## config.mk

```make
export PLATFORM = sky130hd
export DESIGN_NAME = cas_seq
export DESIGN_NICKNAME = d
export VERILOG_FILES = /design/src/cas_pkg.sv /design/src/cas_seq.sv
export SDC_FILE = /design/constraint.sdc
export NUM_CORES = 1
export LEC_CHECK = 0
export BUFFER_PORTS_ARGS = -buffer_cell sky130_fd_sc_hd__buf_4
export CORE_ASPECT_RATIO = 0.9
export CORE_UTILIZATION = 58
export CTS_BUF_LIST = sky130_fd_sc_hd__clkbuf_8
export DETAILED_ROUTE_END_ITERATION = 10
export GPL_ROUTABILITY_DRIVEN = 0
export PLACE_DENSITY_LB_ADDON = 0.1
export RECOVER_POWER = 50
export SLEW_MARGIN = 20
export SYNTH_ARGS = -nofsm -noshare
export SYNTH_HDL_FRONTEND = slang
export SYNTH_SLANG_ARGS = --single-unit
```

## constraint.sdc

```tcl
create_clock -name mclk -period 6.3 [get_ports mclk]
set_input_delay 0.315 -clock mclk [delete_from_list [all_inputs] [get_ports mclk]]
set_output_delay 0.315 -clock mclk [all_outputs]
set_load 0.02 [all_outputs]
```

## src/cas_pkg.sv

```systemverilog
`default_nettype none
package cas_pkg;

    // sequence length and table index of the final step
    localparam int         CAS_STEPS     = 31;
    localparam logic [4:0] CAS_LAST_STEP = 5'h1e;
    localparam logic [4:0] CAS_CNT_SLOT  = 5'h1f;   // commit slot that carries the counter

    // pushbutton indices on the key vector
    localparam int CAS_NKEYS     = 6;
    localparam int KEY_STORE     = 0;   // store_advance_key
    localparam int KEY_RANGE     = 1;
    localparam int KEY_EXTREMES  = 2;   // extremes_key
    localparam int KEY_FREQ      = 3;   // frequency_key
    localparam int KEY_FUNC1     = 4;   // first function key, shows raw value
    localparam int KEY_LIGHT     = 5;

    // button to password digit table
    localparam logic [3:0] CAS_KEY_DIGIT [0:CAS_NKEYS-1] = '{4'h1, 4'h2, 4'h3, 4'h4, 4'h5, 4'h6};

    // rotary knob encoding
    localparam logic [2:0] KNOB_OFF       = 3'h0;
    localparam logic [2:0] ac_volt_position = 3'h1;
    localparam logic [2:0] KNOB_DCV       = 3'h2;
    localparam logic [2:0] KNOB_MV        = 3'h3;
    localparam logic [2:0] KNOB_OHM       = 3'h4;
    localparam logic [2:0] KNOB_DIODE     = 3'h5;
    localparam logic [2:0] KNOB_AMP       = 3'h6;
    localparam logic [2:0] KNOB_UA        = 3'h7;

    // password and nonvolatile map
    localparam int          CAS_PW_DIGITS   = 4;
    localparam logic [2:0]  CAS_PW_FULL     = 3'h4;
    localparam logic [15:0] CAS_PW_DEFAULT  = 16'h1234;
    localparam logic [5:0]  CAS_NV_CNT_ADDR = 6'h1f;
    localparam logic [5:0]  CAS_NV_PW_ADDR  = 6'h20;

    // acceptance window: reference / 8, never narrower than the floor
    localparam int          CAS_TOL_SHIFT = 3;
    localparam logic [15:0] CAS_TOL_MIN   = 16'h0010;

    // per-step function position, reference in display counts, frequency in hz
    localparam logic [2:0] CAS_STEP_KNOB [0:CAS_STEPS-1] = '{
        3'h1, 3'h1, 3'h1, 3'h1, 3'h1, 3'h1, 3'h1, 3'h1, 3'h2, 3'h2, 3'h2, 3'h3, 3'h3,
        3'h4, 3'h4, 3'h4, 3'h4, 3'h4, 3'h4, 3'h4, 3'h5, 3'h6, 3'h6, 3'h6, 3'h6, 3'h6,
        3'h6, 3'h7, 3'h7, 3'h7, 3'h7};
    localparam logic [15:0] CAS_STEP_REF [0:CAS_STEPS-1] = '{
        16'h1770, 16'h1770, 16'h1770, 16'h1770, 16'h1770, 16'h1770, 16'h1770, 16'h1770,
        16'h1770, 16'h1770, 16'h1770, 16'h1770, 16'h1770, 16'h1770, 16'h1770, 16'h1770,
        16'h1770, 16'h1770, 16'h0000, 16'h01f4, 16'h0bb8, 16'h1770, 16'h1770, 16'h1770,
        16'h0fa0, 16'h1770, 16'h0fa0, 16'h1770, 16'h1770, 16'h1770, 16'h1770};
    localparam logic [15:0] CAS_STEP_FREQ [0:CAS_STEPS-1] = '{
        16'h003c, 16'h4e20, 16'h003c, 16'h4e20, 16'h003c, 16'h4e20, 16'h003c, 16'h2710,
        16'h0000, 16'h0000, 16'h0000, 16'h0000, 16'h0000, 16'h0000, 16'h0000, 16'h0000,
        16'h0000, 16'h0000, 16'h0000, 16'h0000, 16'h0000, 16'h003c, 16'h0000, 16'h003c,
        16'h003c, 16'h0000, 16'h0000, 16'h003c, 16'h003c, 16'h0000, 16'h0000};
    // steps whose processing runs long and end with a completion beep
    localparam logic [30:0] CAS_LONG_MASK = 31'h006a0000;

    // what the display shows
    typedef enum logic [3:0] {
        DISP_NORMAL, DISP_BANNER, DISP_COUNT, DISP_QUERY, DISP_DASH,
        DISP_STEP, DISP_RAW, DISP_AMPL, DISP_FREQ, DISP_END
    } cas_disp_e;

endpackage : cas_pkg
`default_nettype wire

```

## src/cas_seq.sv

```systemverilog
`default_nettype none
module cas_seq
    import cas_pkg::*;
(
    // clock and reset
    input  wire logic                 mclk,
    input  wire logic                 rst,
    // operator pins, asynchronous
    input  wire logic [CAS_NKEYS-1:0] key_raw,
    input  wire logic [2:0]           knob_raw,
    input  wire logic                 pad_short_raw,
    // measurement engine, same clock
    input  wire logic                 meas_valid,
    input  wire logic [15:0]          meas_value,
    // nonvolatile store contents, same clock
    input  wire logic [11:0]          nv_counter,
    input  wire logic [15:0]          nv_password,
    // measurement request
    output logic                      meas_req,
    output logic [4:0]                meas_step,
    // nonvolatile write port
    output logic                      nv_wr,
    output logic [5:0]                nv_addr,
    output logic [15:0]               nv_wdata,
    // display and sounder
    output logic                      in_cal,
    output cas_disp_e                 disp_code,
    output logic [15:0]               disp_num,
    output logic                      beep_single,
    output logic                      beep_double
);

    typedef enum logic [3:0] {
        ST_IDLE, ST_BANNER, ST_COUNT, ST_PW_IN, ST_NEW_PW, ST_STEP, ST_MEAS, ST_COMMIT, ST_END
    } cas_state_e;

    logic [CAS_NKEYS-1:0] key_s1_r;
    logic [CAS_NKEYS-1:0] key_s2_r;
    logic [CAS_NKEYS-1:0] key_d_r;
    logic [2:0]           knob_s1_r;
    logic [2:0]           knob_s2_r;
    logic [2:0]           knob_d_r;
    logic                 pad_s1_r;
    logic                 pad_s2_r;
    logic                 pad_d_r;
    logic [CAS_NKEYS-1:0] press;
    logic                 pad_press;

    cas_state_e  state_r,   state_nxt;
    logic [4:0]  step_r,    step_nxt;
    logic [4:0]  cidx_r,    cidx_nxt;
    logic [15:0] pw_buf_r,  pw_buf_nxt;
    logic [2:0]  pw_cnt_r,  pw_cnt_nxt;
    logic        beep1_r,   beep1_nxt;
    logic        beep2_r,   beep2_nxt;
    logic        mreq_r,    mreq_nxt;
    logic        nv_wr_r,   nv_wr_nxt;
    logic [5:0]  nv_addr_r, nv_addr_nxt;
    logic [15:0] nv_wd_r,   nv_wd_nxt;
    cas_disp_e   disp_r,    disp_nxt;
    logic [15:0] dnum_r,    dnum_nxt;
    logic        in_cal_r,  in_cal_nxt;
    logic        cap_en;

    // staged factors, not cleared by reset; a half-run sequence never lands as only the commit burst stores them
    logic [15:0] stage_r [0:CAS_STEPS-1];

    logic [15:0] ref_val;
    logic [15:0] diff;
    logic [15:0] tol;
    logic        in_range;
    logic        any_press;
    logic [3:0]  press_digit;

    // two-flop synchronisers; the edge detectors only look at the second stage
    always_ff @(posedge mclk)
    begin
        if (rst)
        begin
            key_s1_r  <= '0;
            key_s2_r  <= '0;
            key_d_r   <= '0;
            knob_s1_r <= KNOB_OFF;
            knob_s2_r <= KNOB_OFF;
            knob_d_r  <= KNOB_OFF;
            pad_s1_r  <= 1'b0;
            pad_s2_r  <= 1'b0;
            pad_d_r   <= 1'b0;
        end
        else
        begin
            key_s1_r  <= key_raw;
            key_s2_r  <= key_s1_r;
            key_d_r   <= key_s2_r;
            knob_s1_r <= knob_raw;
            knob_s2_r <= knob_s1_r;
            knob_d_r  <= knob_s2_r;
            pad_s1_r  <= pad_short_raw;
            pad_s2_r  <= pad_s1_r;
            pad_d_r   <= pad_s2_r;
        end
    end

    assign press     = key_s2_r & ~key_d_r;
    assign pad_press = pad_s2_r & ~pad_d_r;
    assign any_press = |press;

    // lowest-numbered pressed button gives the digit
    always_comb
    begin
        press_digit = 4'h0;
        for (int i = CAS_NKEYS - 1; i >= 0; i--)
        begin
            if (press[i])
                press_digit = CAS_KEY_DIGIT[i];
        end
    end

    // acceptance window around the step's reference
    assign ref_val  = CAS_STEP_REF[step_r];
    assign diff     = (meas_value >= ref_val) ? meas_value - ref_val : ref_val - meas_value;
    assign tol      = ((ref_val >> CAS_TOL_SHIFT) > CAS_TOL_MIN) ? (ref_val >> CAS_TOL_SHIFT) : CAS_TOL_MIN;
    assign in_range = (diff <= tol);

    // three-digit bcd increment for the counter
    function automatic logic [11:0] cas_bcd_inc(input logic [11:0] v);
        logic [11:0] r;
        r = v;
        if (r[3:0] != 4'h9)
            r[3:0] = r[3:0] + 4'h1;
        else
        begin
            r[3:0] = 4'h0;
            if (r[7:4] != 4'h9)
                r[7:4] = r[7:4] + 4'h1;
            else
            begin
                r[7:4]  = 4'h0;
                r[11:8] = (r[11:8] == 4'h9) ? 4'h0 : r[11:8] + 4'h1;
            end
        end
        return r;
    endfunction : cas_bcd_inc

    // sequencer next state
    always_comb
    begin
        state_nxt   = state_r;
        step_nxt    = step_r;
        cidx_nxt    = cidx_r;
        pw_buf_nxt  = pw_buf_r;
        pw_cnt_nxt  = pw_cnt_r;
        beep1_nxt   = 1'b0;
        beep2_nxt   = 1'b0;
        mreq_nxt    = 1'b0;
        nv_wr_nxt   = 1'b0;
        nv_addr_nxt = nv_addr_r;
        nv_wd_nxt   = nv_wd_r;
        cap_en      = 1'b0;
        case (state_r)
            ST_IDLE:
            begin
                if (knob_d_r == KNOB_OFF && knob_s2_r == ac_volt_position && key_s2_r[KEY_EXTREMES])
                    state_nxt = ST_BANNER;
            end
            ST_BANNER:
            begin
                if (press[KEY_STORE])
                    state_nxt = ST_COUNT;
            end
            ST_COUNT:
            begin
                if (press[KEY_STORE])
                begin
                    state_nxt  = ST_PW_IN;
                    pw_cnt_nxt = 3'h0;
                    pw_buf_nxt = 16'h0000;
                end
            end
            ST_PW_IN:
            begin
                if (pw_cnt_r != CAS_PW_FULL)
                begin
                    if (any_press)
                    begin
                        pw_buf_nxt = {pw_buf_r[11:0], press_digit};
                        pw_cnt_nxt = pw_cnt_r + 3'h1;
                    end
                end
                else if (press[KEY_STORE] || press[KEY_RANGE])
                begin
                    pw_cnt_nxt = 3'h0;
                    pw_buf_nxt = 16'h0000;
                    if (pw_buf_r != nv_password)
                        beep2_nxt = 1'b1;
                    else if (press[KEY_STORE])
                    begin
                        state_nxt = ST_STEP;
                        step_nxt  = 5'h00;
                    end
                    else
                        state_nxt = ST_NEW_PW;
                end
            end
            ST_NEW_PW:
            begin
                if (pw_cnt_r != CAS_PW_FULL)
                begin
                    if (any_press)
                    begin
                        pw_buf_nxt = {pw_buf_r[11:0], press_digit};
                        pw_cnt_nxt = pw_cnt_r + 3'h1;
                    end
                end
                else if (press[KEY_STORE])
                begin
                    nv_wr_nxt   = 1'b1;
                    nv_addr_nxt = CAS_NV_PW_ADDR;
                    nv_wd_nxt   = pw_buf_r;
                    state_nxt   = ST_BANNER;
                end
            end
            ST_STEP:
            begin
                if (press[KEY_STORE])
                begin
                    if (knob_s2_r != CAS_STEP_KNOB[step_r])
                        beep2_nxt = 1'b1;
                    else
                    begin
                        mreq_nxt  = 1'b1;
                        state_nxt = ST_MEAS;
                    end
                end
            end
            ST_MEAS:
            begin
                // the operator keeps source and knob still until the step moves on
                if (meas_valid)
                begin
                    state_nxt = ST_STEP;
                    if (!in_range)
                        beep2_nxt = 1'b1;
                    else
                    begin
                        cap_en    = 1'b1;
                        beep1_nxt = CAS_LONG_MASK[step_r];
                        if (step_r == CAS_LAST_STEP)
                        begin
                            state_nxt = ST_COMMIT;
                            cidx_nxt  = 5'h00;
                        end
                        else
                            step_nxt = step_r + 5'h01;
                    end
                end
            end
            ST_COMMIT:
            begin
                // one word a cycle: all factors, then the counter
                nv_wr_nxt = 1'b1;
                if (cidx_r == CAS_CNT_SLOT)
                begin
                    nv_addr_nxt = CAS_NV_CNT_ADDR;
                    nv_wd_nxt   = {4'h0, cas_bcd_inc(nv_counter)};
                    state_nxt   = ST_END;
                end
                else
                begin
                    nv_addr_nxt = {1'b0, cidx_r};
                    nv_wd_nxt   = stage_r[cidx_r];
                    cidx_nxt    = cidx_r + 5'h01;
                end
            end
            ST_END:
            begin
                if (press[KEY_STORE])
                    state_nxt = ST_IDLE;
            end
            default:
                state_nxt = ST_IDLE;
        endcase
        // two samples of off abandon the menu except during commit; staged factors never land
        if (state_r != ST_IDLE && state_r != ST_COMMIT && knob_s2_r == KNOB_OFF && knob_d_r == KNOB_OFF)
            state_nxt = ST_IDLE;
        // pad short restores the default; held off in idle, and during commit to keep the burst whole
        if (pad_press && state_r != ST_IDLE && state_r != ST_COMMIT)
        begin
            beep1_nxt   = 1'b1;
            nv_wr_nxt   = 1'b1;
            nv_addr_nxt = CAS_NV_PW_ADDR;
            nv_wd_nxt   = CAS_PW_DEFAULT;
        end
    end

    // display contents follow state and held keys
    always_comb
    begin
        disp_nxt   = DISP_NORMAL;
        dnum_nxt   = 16'h0000;
        in_cal_nxt = (state_nxt != ST_IDLE);
        case (state_nxt)
            ST_IDLE:   disp_nxt = DISP_NORMAL;
            ST_BANNER: disp_nxt = DISP_BANNER;
            ST_COUNT:
            begin
                disp_nxt = DISP_COUNT;
                dnum_nxt = {4'h0, nv_counter};
            end
            ST_PW_IN:  disp_nxt = DISP_QUERY;
            ST_NEW_PW: disp_nxt = DISP_DASH;
            ST_STEP, ST_MEAS, ST_COMMIT:
            begin
                if (key_s2_r[KEY_FUNC1])
                begin
                    disp_nxt = DISP_RAW;
                    dnum_nxt = meas_value;
                end
                else if (key_s2_r[KEY_EXTREMES])
                begin
                    disp_nxt = DISP_AMPL;
                    dnum_nxt = CAS_STEP_REF[step_nxt];
                end
                else if (key_s2_r[KEY_FREQ])
                begin
                    disp_nxt = DISP_FREQ;
                    dnum_nxt = CAS_STEP_FREQ[step_nxt];
                end
                else
                begin
                    disp_nxt = DISP_STEP;
                    dnum_nxt = {11'h000, step_nxt} + 16'h0001;
                end
            end
            ST_END:    disp_nxt = DISP_END;
            default:   disp_nxt = DISP_NORMAL;
        endcase
    end

    // state registers
    always_ff @(posedge mclk)
    begin
        if (rst)
        begin
            state_r   <= ST_IDLE;
            step_r    <= 5'h00;
            cidx_r    <= 5'h00;
            pw_buf_r  <= 16'h0000;
            pw_cnt_r  <= 3'h0;
            beep1_r   <= 1'b0;
            beep2_r   <= 1'b0;
            mreq_r    <= 1'b0;
            nv_wr_r   <= 1'b0;
            nv_addr_r <= 6'h00;
            nv_wd_r   <= 16'h0000;
            disp_r    <= DISP_NORMAL;
            dnum_r    <= 16'h0000;
            in_cal_r  <= 1'b0;
        end
        else
        begin
            state_r   <= state_nxt;
            step_r    <= step_nxt;
            cidx_r    <= cidx_nxt;
            pw_buf_r  <= pw_buf_nxt;
            pw_cnt_r  <= pw_cnt_nxt;
            beep1_r   <= beep1_nxt;
            beep2_r   <= beep2_nxt;
            mreq_r    <= mreq_nxt;
            nv_wr_r   <= nv_wr_nxt;
            nv_addr_r <= nv_addr_nxt;
            nv_wd_r   <= nv_wd_nxt;
            disp_r    <= disp_nxt;
            dnum_r    <= dnum_nxt;
            in_cal_r  <= in_cal_nxt;
        end
    end

    // staging store: offset correction, the real math lives in the front end
    always_ff @(posedge mclk)
    begin
        if (cap_en)
            stage_r[step_r] <= ref_val - meas_value;
    end

    assign meas_req    = mreq_r;
    assign meas_step   = step_r;
    assign nv_wr       = nv_wr_r;
    assign nv_addr     = nv_addr_r;
    assign nv_wdata    = nv_wd_r;
    assign in_cal      = in_cal_r;
    assign disp_code   = disp_r;
    assign disp_num    = dnum_r;
    assign beep_single = beep1_r;
    assign beep_double = beep2_r;

endmodule : cas_seq
`default_nettype wire

```

==> metrics.md, run 1 <==
| Metric | Value |
|---|---|
| Count of standard-cell rows | `73` |
| Most common cell after layout, fill and taps aside | `edfxtp_1` |
| Ant diodes | `0` |
| Final #Nets | `2102` |
| Via count | `16630` |
| # fillers | `3043` |
| Yosys Warn Count | `0` |
| Worst endpoint required time | `6860 ps` |
| Initial antenna violation count | `0` |
| First-pass GRT wire length | `100100 um` |
| DRT Wirelength | `66960 um` |
| Largest vdd supply drop | `0.0001815 V` |
| Crit end category | `register` |
| CTS tree | `yes` |
| Pin count of the biggest net entering global routing | `81` |
| Peak Freq | `0.1662 GHz` |
| Critical Path Fanout Max | `9` |
| Routed vias/inst | `6.229` |
| Chip height | `204.9 um` |
| Pin slew with the least headroom to its limit | `3436 ps` |
| WS Path Type | `reg2reg` |
| Clk_skew | `25.26 ps` |
| Seq cells post-synth | `612` |
| Slowest stage delay, CP | `420 ps` |
| Max-Cap Viols | `4` |
| Iter 0 DRT Violations | `1916` |
| XOR/XNOR Fraction of Synth Area | `1.618%` |
| Final Max Tran Viols | `179` |
| Grt ovf | `0` |
| Synth cell types | `93` |
| Synth Flop Type | `edfxtp_1` |
| Syn Area/Cell | `15.16 sq um` |
| Worst-Skew Late Latency | `680 ps` |
| Tot GR Track Use | `29.58%` |
| Area growth, synth to finish | `16.86%` |
| Status | `complete, but fails checks` |
| Detail Placement HPWL | `43500 um` |
| Mapped Area | `26520 sq um` |
| CP startpoint kind | `register` |
| # DRC | `0` |
| IO Count | `109` |
| P per Cell Area | `256.3 nW/um^2` |
| 1st-pass router iterations | `8` |
| Slowest library cell on the worst path | `or3_4` |
| Final hold violations | `0` |
| Most frequent cells in the layout | `edfxtp_1 (496), mux4_2 (144), buf_4 (130), dfxtp_1 (110)` |
| Number of buffers created by CTS | `93` |
| Min Tclk post-route | `6018 ps` |
| Cells after Synth | `1749` |
| Routed Antenna Nets | `0` |
| Core Region | `44660 sq um` |
| Initial Util | `59.38%` |
| Compound-Gate Fraction of Synth Area | `7.260%` |
| Slew headroom | `-129.1%` |
| Share of cells above drive strength 1 | `25.42%` |
| Crit path DAT | `6580 ps` |
| Leak | `10.50 nW` |
| Clock sink total | `612` |
| Clock transition at path regs | `70 ps` |
| H-Tree Depth | `3` |
| Tcrit/Tclk final | `95.52%` |
| Final setup vio count | `0` |
| Max Root-Sink Buffers | `3` |
| CTS Root Cell | `clkbuf_8` |
| Avg WL per Cell | `25.09 um` |
| Failing checks | `max-capacitance violations, max-slew violations` |
| PortBufs | `108` |
| Synth Area in Adders | `2.245%` |
| Die Area | `46590 sq um` |
| Cell mode on critical path | `buf_4` |
| HP Class | `in2reg` |
| Die width | `227.4 um` |
| Net count after synthesis | `1853` |
| Vias in the first global route | `16330` |
| Number of synthesized flops with an enable pin | `496` |
| Worst Hold Slack | `138.4 ps` |
| Largest family of logic cells by synthesized area | `multiplexers` |
| Async set or reset register ratio after synthesis | `0%` |
| Simple-gate portion of the synthesized area | `7.680%` |
| Mux cell area share after synthesis | `13.99%` |
| Register area share after synthesis | `64.91%` |
| Post-Route Utilization | `69.39%` |
## critical path, delay by kind of cell (launching register included)
family | cells | cell delay [ps]
compound gates | 15 | 2640
buf+inv | 7 | 1030
simple gates | 5 | 930
fa+ha+maj | 3 | 750
flops | 1 | 370
xor+xnor | 1 | 180
## stage by stage
step / setup slack (ps) / power (mW) / cells / TNS [ps] / cell area, sq um
2_1_floorplan: 0.6404 / 4.693 / 1749 / 0 / 26610
3_3_place_gp: 119.4 / 4.840 / 2466 / 0 / 28960
3_5_place_dp: -89.89 / 4.851 / 2466 / -347.2 / 28960
4_1_cts: 33.92 / 7.997 / 2666 / 0 / 31130
5_1_grt: -33.32 / 8.193 / 2669 / -53.93 / 30990
6_report: 282.2 / 7.943 / 2669 / 0 / 30990
## cells in the mapped netlist, types with 8 or more instances
cell	count	area [sq um]
nor3_1	32	160.2
nand2b_1	9	56.30
mux4_2	144	3243
buf_1	14	52.55
nor2b_1	40	250.2
xor2_1	31	271.5
mux2i_1	41	410.4
dfxtp_1	116	2322
o21ai_0	72	360.4
ha_1	46	575.6
xnor2_1	18	157.7
a22oi_1	17	127.6
nor4_1	8	50.05
nand4_1	10	62.56
edfxtp_1	496	14890
a21oi_1	78	390.4
nand3_1	37	185.2
a211oi_1	20	150.1
clkbuf_1	70	262.8
nand2_1	108	405.4
a21o_1	12	90.09
inv_1	54	202.7
nor2_1	113	424.2
a31oi_1	9	56.30
## timing repair
action / CTS / global route
buffers inserted: 2 / 3
setup endpoints to repair: 6 / 482
resized for setup: 5 / 37
endpoints found under the hold margin: 28 / 0
hold buffers: 31 / 0
pin swaps: 3 / 10
gates cloned: 1 / 0
## layout make-up
class / instances / area [sq um] / share of cell area, %
well taps: 600 / 750.7 / 2.422
multi-input cells: 986 / 9075 / 29.28
clock buffers: 105 / 1445 / 4.663
clock inverters: 61 / 359.1 / 1.159
flip-flops and latches: 612 / 17230 / 55.60
inverters: 55 / 206.4 / 0.6661
repair buffers: 250 / 1926 / 6.213
## logic make-up (layout without fill, tap and decap cells)
| group | count (synthesis) | after routing |
|---|---|---|
| flops | 612 | 612 |
| simple gates | 414 | 414 |
| compound gates | 286 | 286 |
| mux | 190 | 190 |
| buf+inv | 151 | 471 |
| xor+xnor | 49 | 49 |
| fa+ha+maj | 47 | 47 |
## path summary, 6_finish.rpt
| check | from | endpoint | slack (ps) | cells past startpoint |
|---|---|---|---|---|
| hold reg to reg | key_s1_r[0] | key_s2_r[0] | 450 | 1 |
| setup reg to reg | meas_step[1] | disp_num[5] | 280 | 31 |
| hold / removal | meas_value[11] | disp_num[11] | 140 | 3 |
| setup / recovery | meas_step[1] | disp_num[5] | 280 | 31 |
## power breakdown
| part | total [mW] | switching, mW | leakage, nW | internal, mW |
|---|---|---|---|---|
| registers | 4.45 | 0.00718 | 5.40 | 4.44 |
| clock network | 3.16 | 1.51 | 1.02 | 1.65 |
| logic | 0.340 | 0.232 | 4.08 | 0.108 |
## layer usage
metal | vias up | GRT usage [%] | part of all wire [%]
li1 | 7306 | - | -
met2 | 818 | 45.37 | 46
met1 | 8360 | 43.11 | 43
met3 | 142 | 5.106 | 8.0
met4 | 0 | 10.33 | 2.9
met5 | - | 0 | 0
## flip-flops by register name, summed over array words and instances (netlist names), 3 cells and up, named ones only
| signal | cells |
|---|---|
| nv_wdata | 16 |
| knob_s2_r | 3 |
| knob_s1_r | 3 |
| knob_d_r | 3 |
| stage_r | 496 |
| key_s1_r | 6 |
| nv_addr | 6 |
| disp_code | 4 |
| pw_buf_r | 16 |
| disp_num | 16 |
| state_r | 4 |
| meas_step | 5 |
| pw_cnt_r | 3 |
| key_s2_r | 6 |
| key_d_r | 6 |
| cidx_r | 5 |
(Power assumes the default switching activity.)
==> inputs of run 2 (changes only) <==
--- a/constraint.sdc
+++ b/constraint.sdc
@@ -3,2 +3,2 @@
 set_output_delay 0.315 -clock mclk [all_outputs]
-set_load 0.02 [all_outputs]
+set_load 0.1 [all_outputs]
==> metrics.md, run 2 (same netlist as run 1, synthesis figures left out) <==
| Metric | Value |
|---|---|
| DRT Wirelength | `68460 um (+2.2%)` |
| Routed Antenna Nets | `0 (unchanged)` |
| Avg WL per Cell | `25.77 um (+2.7%)` |
| # DRC | `0 (unchanged)` |
| Die Area | `46590 sq um (unchanged)` |
| Clk_skew | `36.94 ps (+11.68 ps)` |
| Leak | `10.41 nW (-0.84%)` |
| Tot GR Track Use | `30.24% (+0.65 points)` |
| Largest vdd supply drop | `0.0002278 V (+26%)` |
| RSZ-0062 raised after global routing | `no` |
| 1st-pass router iterations | `7 (-1)` |
| CTS Root Cell | `clkbuf_8` |
| IO Count | `109 (unchanged)` |
| Detail Placement HPWL | `42660 um (-1.9%)` |
| Top reg by flops | `stage_r` |
| Pin slew with the least headroom to its limit | `3707 ps (+271.2 ps)` |
| Max reg flops | `496 (unchanged)` |
| Peak Freq | `0.1660 GHz (about the same)` |
| Cell family with most CP delay | `compound AO/OA/AOI/OAI gates` |
| Crit end category | `register` |
| WP buf/inv | `3 (-4)` |
| Worst flop-to-flop path startpoint | `meas_step[0]` |
| Cell mode on critical path | `ha_1` |
| Critical Path Source | `meas_step[0]` |
| PortBufs | `108 (unchanged)` |
| Pre-CTS setup slack | `-54.94 ps (+34.95 ps)` |
| Vias in the first global route | `16310 (-0.092%)` |
| Crit path DAT | `6660 ps (+80 ps)` |
| HP Class | `in2reg` |
| Slew headroom | `-147.2% (-18 points)` |
| Count of standard-cell rows | `73 (unchanged)` |
| Tot Pwr | `7.816 mW (-1.6%)` |
| Clock transition at path regs | `60 ps (about the same)` |
| Initial Util | `59.38% (unchanged)` |
| Min Tclk post-route | `6023 ps (+5.202 ps)` |
| Pin count of the biggest net entering global routing | `82 (+1.2%)` |
| Final #Nets | `2091 (-0.52%)` |
| CTS tree | `yes` |
| H-Tree Depth | `3 (unchanged)` |
| Area growth, synth to finish | `15.93%` |
| CP startpoint kind | `register` |
| Most frequent cells in the layout | `edfxtp_1 (496), mux4_2 (144), buf_4 (127), dfxtp_1 (108), nand2_1 (107)` |
| Reg-to-reg endpoint | `disp_num[2]` |
| Slowest library cell on the worst path | `fa_2` |
| Post-Layout Cell Count | `2656 (-0.49%)` |
| Via count | `16710 (+0.52%)` |
| Critical path depth | `28 (-9.7%)` |
| Core Region | `44660 sq um (unchanged)` |
| R2R Setup Slk | `280 ps (about the same)` |
| Slowest stage delay, CP | `410 ps (about the same)` |
| Final setup vio count | `0 (unchanged)` |
| DP Cell Count | `2443 (-0.93%)` |
| Most common cell after layout, fill and taps aside | `edfxtp_1` |
| P per Cell Area | `254.2 nW/um^2 (-0.81%)` |
| Final setup margin | `277.0 ps (-5.202 ps)` |
| Final Max Tran Viols | `147 (-18%)` |
| Critical path destination | `disp_num[2]` |
| Worst-Skew Late Latency | `690 ps (about the same)` |
| Tcrit/Tclk final | `95.60% (about the same)` |
| Max-Cap Viols | `3 (-1)` |
| Final hold violations | `0 (unchanged)` |
| Critical Path Fanout Max | `7 (-2)` |
| Chip height | `204.9 um (unchanged)` |
| Max Root-Sink Buffers | `3 (unchanged)` |
| Number of buffers created by CTS | `96 (+3.2%)` |
| Reg2Reg Depth | `28 (-9.7%)` |
| Share of cells above drive strength 1 | `25.01% (-0.41 points)` |
| Grt ovf | `0 (unchanged)` |
| WS Path Type | `reg2reg` |
| Worst endpoint required time | `6940 ps (+80 ps)` |
| Clock sink total | `612 (unchanged)` |
| Failing checks | `max-capacitance violations, max-slew violations` |
| Iter 0 DRT Violations | `2014 (+5.1%)` |
| First-pass GRT wire length | `101400 um (+1.3%)` |
| Die width | `227.4 um (unchanged)` |
| Routed vias/inst | `6.293 (+1.0%)` |
| Initial antenna violation count | `1 (+1)` |
| Status | `complete, but fails checks` |
## run 2: what timing repair did
item | CTS | global route
hold buffers | 30 | 0
resized for setup | 2 | 28
endpoints found under the hold margin | 26 | 0
pin swaps | 1 | 16
setup buffers | 3 | 12
endpoints found under the setup margin | 3 | 477
cloned | 0 | 1
## run 2: layer usage
layer	wire length (um)	up-vias	track usage, %	share of wire (%)
li1	-	7276	-	-
met1	28010	8362	42.73	41
met2	32030	922	47.38	47
met3	6528	153	6.196	9.5
met4	1891	0	9.851	2.8
met5	0	-	0	0
## run 2: power by group
part	total [mW]	switching [mW]	internal, mW	leakage, nW
logic	0.356	0.243	0.113	4.02
clock network	3.02	1.48	1.54	0.990
registers	4.44	0.00668	4.43	5.40
total	7.82	1.73	6.08	10.4
## run 2: cell type report
| type | count | area (sq um) |
|---|---|---|
| tap | 600 | 750.7 |
| sequential | 612 | 17240 |
| antenna | 1 | 2.502 |
| timing repair buffer | 236 | 1787 |
| inverter | 55 | 212.7 |
| clock inverter | 63 | 286.5 |
| multi-input combinational | 986 | 9047 |
| fill | 3095 | 13920 |
| clock buffer | 103 | 1418 |
## run 2: worst min-delay path by stage
stage,start,to,depth (start not counted)
after global routing,meas_value[11],disp_num[11],3
after CTS,meas_value[2],disp_num[2],4
after floorplan,key_s1_r[0],key_s2_r[0],1
final,meas_value[11],disp_num[11],3
after global placement,key_s1_r[4],key_s2_r[4],1
after detailed placement,knob_s1_r[0],knob_s2_r[0],1
## run 2: stage by stage
stage | hold slack (ps) | util (%) | setup TNS (ps) | instance area (sq um)
CTS | 51.73 | 68.93 | 0 | 30790
detailed placement | 434.4 | 64.37 | -77.80 | 28750
floorplan | 413.8 | - | -23540 | 26670
global route | 80.86 | 68.84 | 0 | 30750
finish | 79.02 | 68.84 | 0 | 30750
global placement | 427.4 | 64.37 | 0 | 28750
## run 2: worst register-to-register path, delay by kind of cell (launching register included)
| family | cells | cell delay [ps] |
|---|---|---|
| xor gates and xnor gates | 1 | 180 |
| AOI/OAI and AO/OA | 13 | 2550 |
| DFF | 1 | 400 |
| buffers and inverters | 3 | 490 |
| and+or+nand+nor | 4 | 630 |
| adders and majority gates | 7 | 1770 |
